===== src/rtl/sweep_cfg.svh =====
`ifndef SWEEP_CFG_SVH
`define SWEEP_CFG_SVH
// Register addresses
`define ADDR_INIT_CONTROL 8'h01
`define ADDR_SYSTEM_ACTIVE 8'h02
`define ADDR_SYNTH_LOOP 8'h03
`define ADDR_OUTPUT_SELECT 8'h04
`define ADDR_SEQ_CONFIG 8'h05
`define ADDR_START_FREQ 8'h06
`define ADDR_STOP_FREQ 8'h07
`define ADDR_STEP_FREQ 8'h08
`define ADDR_DWELL_TIME 8'h09
`define ADDR_REPEAT_COUNT 8'h0a
// Data lengths in bytes
`define LEN_BYTE_REG 3'd1
`define LEN_FREQ_REG 3'd5
`define LEN_WORD_REG 3'd4
// Field positions in the sequence config
`define SEQ_RETURN_TO_START_BIT 5
`define SEQ_HW_TRIGGER_BIT 4
// Dwell unit in microseconds
`define DWELL_UNIT_US 500
// Reset value of every register
`define REG_RESET_VALUE 40'h00_0000_0000
`endif


===== src/rtl/sweep_pkg.sv =====
package sweep_pkg;
    // Serial framing states
    typedef enum logic [0:0] {
        WAIT_ADDR,
        TAKE_DATA
    } frame_state_t;
    typedef logic [39:0] freq_hz_t;
endpackage


===== src/rtl/byte_frame_if.sv =====
`timescale 1ns/1ps
interface byte_frame_if;
    logic [7:0] data; // Byte on the wire
    logic valid; // Byte present this cycle
    logic [7:0] addr; // Latched register address
    logic [2:0] len; // Data bytes expected
    modport framer (input data, input valid, input addr, output len);
    modport bank (output data, output valid, output addr, input len);
endinterface


===== src/rtl/reg_len_decode.sv =====
`timescale 1ns/1ps
`include "sweep_cfg.svh"
module reg_len_decode (
    byte_frame_if.framer link // Address to length lookup
);
    // Each register has a fixed length; unknown addresses take one byte
    always_comb begin
        if (link.addr == `ADDR_START_FREQ || link.addr == `ADDR_STOP_FREQ ||
            link.addr == `ADDR_STEP_FREQ) begin
            link.len = `LEN_FREQ_REG;
        end else if (link.addr == `ADDR_DWELL_TIME ||
                     link.addr == `ADDR_REPEAT_COUNT) begin
            link.len = `LEN_WORD_REG;
        end else begin
            link.len = `LEN_BYTE_REG;
        end
    end
endmodule


===== src/rtl/sweep_config_register_writes.sv =====
`timescale 1ns/1ps
`include "sweep_cfg.svh"
module sweep_config_register_writes #(
    parameter int LANES = `LEN_FREQ_REG, // Byte lanes in the widest register
    parameter int DWELL_UNIT = `DWELL_UNIT_US // Microseconds per dwell count
) (
    input wire logic clk, // 250 MHz clock
    input wire logic arst_n, // Async reset, active low
    input wire logic [7:0] rx_byte, // Received serial byte
    input wire logic rx_valid, // Byte strobe, one cycle
    output logic [7:0] init_control, // Initialise register
    output logic [7:0] system_active_indicator, // Active indicator
    output logic [7:0] synthesizer_loop_config, // Loop mode
    output logic [7:0] output_tone_or_sweep_select, // Output mode
    output logic [7:0] sweep_sequence_config, // Sweep config
    output sweep_pkg::freq_hz_t sweep_start_frequency, // Start in Hz
    output sweep_pkg::freq_hz_t sweep_stop_frequency, // Stop in Hz
    output sweep_pkg::freq_hz_t sweep_step_frequency, // Step in Hz
    output logic [31:0] point_dwell_time, // Dwell in 500 us units
    output logic [31:0] sweep_repeat_count, // Repeats, zero forever
    output logic return_to_start, // Cycle ends at start point
    output logic hw_trigger_sel, // Hardware trigger chosen
    output logic repeat_forever, // Endless repetition
    output logic [31:0] dwell_us_low, // Dwell in microseconds, low bits
    output logic write_done // Frame complete, one cycle, also for an unknown address
);
    // Refuse settings the datapath cannot serve: the lanes must fill the
    // 40-bit word exactly, and a dwell unit of zero would hide every dwell value
    if (LANES * 8 != $bits(sweep_pkg::freq_hz_t)) begin : g_bad_lanes
        $error("LANES must fill the frequency word exactly");
    end
    if (DWELL_UNIT < 1) begin : g_bad_unit
        $error("DWELL_UNIT must be at least one");
    end

    // Frame format, one byte per strobe, no gaps required:
    //   byte 0      register address
    //   byte 1..n   data, lowest lane first, n fixed per address
    //   byte n+1    next address, straight after
    // Nothing on the wire marks the end of a frame; the length table is
    // the only framing, so the host must send exactly n bytes
    byte_frame_if link (); // Framer to length lookup
    assign link.data = rx_byte;
    assign link.valid = rx_valid;

    // Length table, one entry per register address
    reg_len_decode u_len (
        .link(link)
    );

    sweep_pkg::frame_state_t state, next_state; // Frame position
    logic [7:0] addr, next_addr; // Address being written
    logic [2:0] count, next_count; // Data bytes received
    logic [39:0] shift, next_shift; // Assembly of data bytes
    logic commit; // Last byte landed
    logic [39:0] word; // Assembled value incl. last byte
    logic [39:0] lane_word; // Partial value with the new byte placed
    assign link.addr = addr;

    // One step per byte lane: the lane matching the byte count takes the
    // incoming byte, the others keep what earlier bytes left there
    for (genvar k = 0; k < LANES; k++) begin : g_lane
        assign lane_word[8*k +: 8] =
            (count == 3'(k)) ? link.data : shift[8*k +: 8];
    end

    // Framing: no byte counter resync exists, so a short or long write shifts later
    // frames until a reset or host filler bytes; this is the intended lost-framing model
    always_comb begin
        next_state = state;
        next_addr = addr;
        next_count = count;
        next_shift = shift;
        commit = 1'b0;
        word = shift;
        // Two phases: address, then a fixed run of data bytes
        case (state)
            sweep_pkg::WAIT_ADDR: begin
                // Any byte here is taken as an address, even an unknown one
                if (link.valid) begin
                    next_addr = link.data;
                    // Fresh frame: empty count and assembly
                    next_count = 3'd0;
                    next_shift = 40'h00_0000_0000;
                    next_state = sweep_pkg::TAKE_DATA;
                end
            end
            default: begin
                // Data phase: idle cycles between bytes are allowed
                if (link.valid) begin
                    // Byte k lands in lane k, lowest first
                    word = lane_word;
                    next_shift = word;
                    next_count = count + 3'd1;
                    // Length reached: commit; a wrong host count is not
                    // seen here and shifts later frames until a reset or filler bytes
                    if (next_count == link.len) begin
                        commit = 1'b1;
                        next_state = sweep_pkg::WAIT_ADDR;
                    end
                end
            end
        endcase
    end

    // Frame state registers; after a bad count this reset, or filler bytes from a
    // host that tracks the count, bring the framer back to a known address phase
    always_ff @(posedge clk or negedge arst_n) begin
        if (!arst_n) begin
            state <= sweep_pkg::WAIT_ADDR;
            addr <= 8'h00;
            count <= 3'd0;
            shift <= 40'h00_0000_0000;
        end else begin
            state <= next_state;
            addr <= next_addr;
            count <= next_count;
            shift <= next_shift;
        end
    end

    // Next values of the bank, one per register
    logic [7:0] next_init, next_active, next_loop, next_sel, next_seq;
    logic [39:0] next_start, next_stop, next_step;
    logic [31:0] next_dwell, next_repeat;

    // Register write decode; unknown addresses store nothing but still pulse write_done
    always_comb begin
        next_init = init_control;
        next_active = system_active_indicator;
        next_loop = synthesizer_loop_config;
        next_sel = output_tone_or_sweep_select;
        next_seq = sweep_sequence_config;
        next_start = sweep_start_frequency;
        next_stop = sweep_stop_frequency;
        next_step = sweep_step_frequency;
        next_dwell = point_dwell_time;
        next_repeat = sweep_repeat_count;
        // Only writes exist; nothing here can drive a value back out
        if (commit) begin
            // One-byte control registers take lane 0 only
            if (addr == `ADDR_INIT_CONTROL) begin
                next_init = word[7:0];
            end else if (addr == `ADDR_SYSTEM_ACTIVE) begin
                next_active = word[7:0];
            end else if (addr == `ADDR_SYNTH_LOOP) begin
                next_loop = word[7:0];
            end else if (addr == `ADDR_OUTPUT_SELECT) begin
                next_sel = word[7:0];
            end else if (addr == `ADDR_SEQ_CONFIG) begin
                next_seq = word[7:0];
            end else if (addr == `ADDR_START_FREQ) begin
                // Hertz words keep all five lanes
                next_start = word;
            end else if (addr == `ADDR_STOP_FREQ) begin
                next_stop = word;
            end else if (addr == `ADDR_STEP_FREQ) begin
                next_step = word;
            end else if (addr == `ADDR_DWELL_TIME) begin
                // Four-byte words drop the unused top lane
                next_dwell = word[31:0];
            end else if (addr == `ADDR_REPEAT_COUNT) begin
                next_repeat = word[31:0];
            end else begin
                // Unknown address: byte swallowed, nothing stored
            end
        end
    end

    // Register bank; reset values are our own, all zero
    // write_done rises on the same edge as the register it reports, so a
    // watcher can sample both together
    always_ff @(posedge clk or negedge arst_n) begin
        if (!arst_n) begin
            init_control <= 8'h00;
            system_active_indicator <= 8'h00;
            synthesizer_loop_config <= 8'h00;
            output_tone_or_sweep_select <= 8'h00;
            sweep_sequence_config <= 8'h00;
            sweep_start_frequency <= `REG_RESET_VALUE;
            sweep_stop_frequency <= `REG_RESET_VALUE;
            sweep_step_frequency <= `REG_RESET_VALUE;
            point_dwell_time <= 32'h0000_0000;
            sweep_repeat_count <= 32'h0000_0000;
            write_done <= 1'b0;
        end else begin
            init_control <= next_init;
            system_active_indicator <= next_active;
            synthesizer_loop_config <= next_loop;
            output_tone_or_sweep_select <= next_sel;
            sweep_sequence_config <= next_seq;
            sweep_start_frequency <= next_start;
            sweep_stop_frequency <= next_stop;
            sweep_step_frequency <= next_step;
            point_dwell_time <= next_dwell;
            sweep_repeat_count <= next_repeat;
            write_done <= commit;
        end
    end

    // Decoded views for the sequencing engine; combinational from the
    // registers, so they change on the same edge as the write lands
    assign return_to_start =
        sweep_sequence_config[`SEQ_RETURN_TO_START_BIT];
    // Trigger source select
    assign hw_trigger_sel = sweep_sequence_config[`SEQ_HW_TRIGGER_BIT];
    // Zero count asks for endless repetition
    assign repeat_forever = (sweep_repeat_count == 32'h0000_0000);
    // Low 32 bits only; long dwells wrap, engine should use the count
    assign dwell_us_low = 32'(point_dwell_time * DWELL_UNIT);
endmodule


===== config.mk =====
export PLATFORM = sky130hd
export DESIGN_NAME = sweep_config_register_writes
export DESIGN_NICKNAME = d
export VERILOG_FILES = /design/src/rtl/sweep_pkg.sv /design/src/rtl/byte_frame_if.sv /design/src/rtl/reg_len_decode.sv /design/src/rtl/sweep_config_register_writes.sv
export VERILOG_INCLUDE_DIRS = /design/src /design/src/rtl
export SDC_FILE = /design/constraint.sdc
export NUM_CORES = 1
export LEC_CHECK = 0
export BUFFER_PORTS_ARGS = -buffer_cell sky130_fd_sc_hd__buf_2
export CAP_MARGIN = 20
export CORE_ASPECT_RATIO = 0.5
export CORE_MARGIN = 2
export CORE_UTILIZATION = 51
export DETAILED_ROUTE_END_ITERATION = 12
export GPL_ROUTABILITY_DRIVEN = 0
export GPL_TIMING_DRIVEN = 0
export PLACE_DENSITY = 0.77
export SETUP_SLACK_MARGIN = 0.02
export SLEW_MARGIN = 25
export SYNTH_ARGS = -nofsm -noshare
export SYNTH_HDL_FRONTEND = slang
export SYNTH_HIERARCHICAL = 1
export SYNTH_SLANG_ARGS = --single-unit

===== constraint.sdc =====
create_clock -name clk -period 5.45 [get_ports clk]
set_input_delay 1.09 -clock clk [delete_from_list [all_inputs] [get_ports clk]]
set_output_delay 1.09 -clock clk [all_outputs]
set_load 0.05 [all_outputs]

==> metrics.txt <==
result of the run finished, violations left; violated checks negative setup slack; Post-layout nets 1998; min-delay worst type in2async; arrival time of data at the critical path endpoint 5.10 ns; total DRC errors in the routed layout 0; Congestion Overflow GR 0; total clock sinks 277; row count 44; max capacitance violation total 0; PD cells 480 nW/um^2; critical-path maximum fanout 7; number of enable-type register cells in the synthesized netlist 0; Total Routing Usage GR 26.7%; maximum clock rate 161 MHz; FFs w/ async S/R, synth 100%; post-synth top area share 45.1%; actual slew at the worst max-slew pin 0.971 ns; post-synthesis instance area 15400 sq um; worst-case headroom to the max-slew limit 34.0%; post-synthesis cell count 1465; Worst Path Class, Setup reg2out; Bufs and invs on worst path 4; largest area contributor in the netlist dfrtp_1; count of buffers from port buffering 268; root buf cell clkbuf_16; Layout Cell Area excl Fill 19400 sq um; area of the core 29300 sq um; number of detailed-routing iterations run before antenna repair 7; crit-path cells inv_4 -> fa_2 -> fa_2 -> fa_1 -> fa_1 -> inv_1 -> ha_1 -> buf_6 -> nand4_1 -> or4_4 -> o22a_1 -> o211a_4 -> a21bo_4 -> a21oi_2 -> o211ai_1 -> buf_4; crit end category primary output; Avg Inst Size Synth 10.5 sq um; Main synth FF type dfrtp_1; family of cells with the greatest summed delay on the critical path adder cells; sequential cell area fraction in the yosys report 45.1%; CTS H-tree depth 1; Yosys cell types 69; # IOs 271; Leakage Power 0.0100 uW; Worst EP required 4.36 ns; unrepaired setup endpoints after global routing true; number of global-route vias before repair 12.2k; share of final-layout standard cells stronger than drive strength 1 32.8%; period utilisation layout 114%; initial antenna violation count 3; startpoint class of the critical path flip-flop; Final Skew 0.0108 ns; area of placed instances 17500 sq um; worst ir drop on vdd 0.288 mV; total number of vias 12.5k; top post-synthesis cells by count dfrtp_1, nand2_1, inv_1; Final Critical Period 6.19 ns; leading cell type by number of instances after synthesis dfrtp_1; Max stage delay on crit path 0.55 ns; Inserted Clock Buffers 27; Slowest-stage cell, CP fa_2; final total power 9300 uW; starting density of the core 52.4%; vias per std cell 5.61; Die W 249 um; count of final setup violators 19; minimum setup slack in the final design -0.743 ns; max-slew violation count 0; Detail Placement HPWL 30400 um; Syn-to-layout area delta 26.3%; R2R depth 10; maximum number of pins on one net before global-route repair 95; buffers from clock root to sink, at most 3; die area 31600 sq um; top cells by area, synth dfrtp_1, fa_1, ha_1; overall die height 127 um; post-placement worst setup slack -0.496 ns; number of stages on the worst setup path 16; first-pass GRT wire length 66900 um; DRC marker count from the first detailed-route iteration 1070; count of nets left with antenna violations after detail routing 0; number of hold violations in the final report 0; count of yosys warnings during synthesis 6; total detailed-routing wirelength 43800 um; TritonCTS clock tree yes; average wire per standard cell 19.6 um; Seq cells post-synth 277; total of hold buffers inserted after clock tree synthesis 0; Worst-Skew Late Latency 0.53 ns; clock-pin slew of the registers on the worst-case setup and hold paths 0.06 ns
## metal layers
metal / GRT usage [%] / vias up / share of wire (%)
li1: - / 5619 / -
met1: 35.2 / 6393 / 41
met2: 46.1 / 413 / 50
met3: 2.96 / 119 / 4.2
met4: 10.6 / 4 / 4.1
met5: 0 / - / 0.053
## area by class of cell
class / instances / area [sq um]
clock buffers: 38 / 797
well taps: 391 / 489
inverters: 158 / 633
multi-input cells: 954 / 8010
plain buffers: 75 / 389
clock inverters: 8 / 68.8
flip-flops and latches: 277 / 6950
repair buffers: 336 / 2040
fillers: 2189 / 9900
diodes: 1 / 2.50
## state kept, by name (all words and copies together) (netlist names)
| register | count |
|---|---|
| addr | 8 |
| count | 3 |
| init_control | 8 |
| output_tone_or_sweep_select | 8 |
| point_dwell_time | 32 |
| shift | 40 |
| state | 1 |
| sweep_repeat_count | 32 |
| sweep_sequence_config | 8 |
| sweep_start_frequency | 40 |
| sweep_step_frequency | 40 |
| sweep_stop_frequency | 40 |
| synthesizer_loop_config | 8 |
| system_active_indicator | 8 |
| write_done | 1 |
## worst reg2reg max path, cell delays in order, from the launching register on
cell and delay, ns:
dfrtp_1 0.44, ha_1 0.24, ha_1 0.32, xnor2_1 0.18
nor4_4 0.43, nand2_1 0.16, nor3_2 0.22, nand2_1 0.42
clkbuf_1 0.37, nand2_1 0.14, o21ai_0 0.11
## worst paths after layout
check | start | endpoint | slack (ns)
setup / recovery | point_dwell_time[12]$_DFFE_PN0P_ | dwell_us_low[31] | -0.74
setup reg to reg | count[0]$_DFFE_PN0P_ | point_dwell_time[4]$_DFFE_PN0P_ | 2.25
max in group asynchronous | arst_n | point_dwell_time[4]$_DFFE_PN0P_ | 3.92
hold / removal | arst_n | sweep_step_frequency[33]$_DFFE_PN0P_ | 0.39
hold reg to reg | init_control[6]$_DFFE_PN0P_ | init_control[6]$_DFFE_PN0P_ | 0.48
min in group clk | init_control[6]$_DFFE_PN0P_ | init_control[6]$_DFFE_PN0P_ | 0.48
## where the power goes
group	leakage, uW	internal (uW)	switching, uW
clock network	0.000436	1060	767
logic	0.00582	1480	3200
registers	0.00375	2470	319
total	0.0100	5020	4290
## stage by stage
stage	utilization (%)	hold WS (ns)	TNS, ns	cells
after global placement	59.5	0.458	-494.15	2125
after floorplan	-	0.484	-3.64	1466
after detailed placement	59.9	0.465	-3.84	2128
final	66.2	0.387	-9.90	2238
after global routing	66.2	0.385	-12.23	2237
after CTS	64.7	0.373	-9.85	2211
## logic make-up after synthesis
kind of cell | Yosys count | synth area share (%)
muxes | 95 | 6.73
other | 2 | 0.0489
AOI/OAI and AO/OA | 339 | 13.1
and+or+nand+nor | 325 | 9.29
adders and majority gates | 158 | 17.5
DFF | 277 | 45.1
buffers and inverters | 235 | 6.27
xor gates and xnor gates | 34 | 1.94
## cells in the final DEF, fill, tap and decap left out, types with 62 or more instances in the layout
cell     count
nor2_1      84
o21ai_0    154
nand2_1    167
inv_1      136
buf_2      260
a21oi_1     88
fa_1        77
mux2_2      62
dfrtp_1    259
buf_4       82
## what timing repair did
item / CTS / global route
gates resized for setup: 69 / 66
pin swaps: 32 / 47
endpoints found under the setup margin: 21 / 21
setup buffers: 37 / 29
No activity file was read; power rests on OpenSTA's default activity.
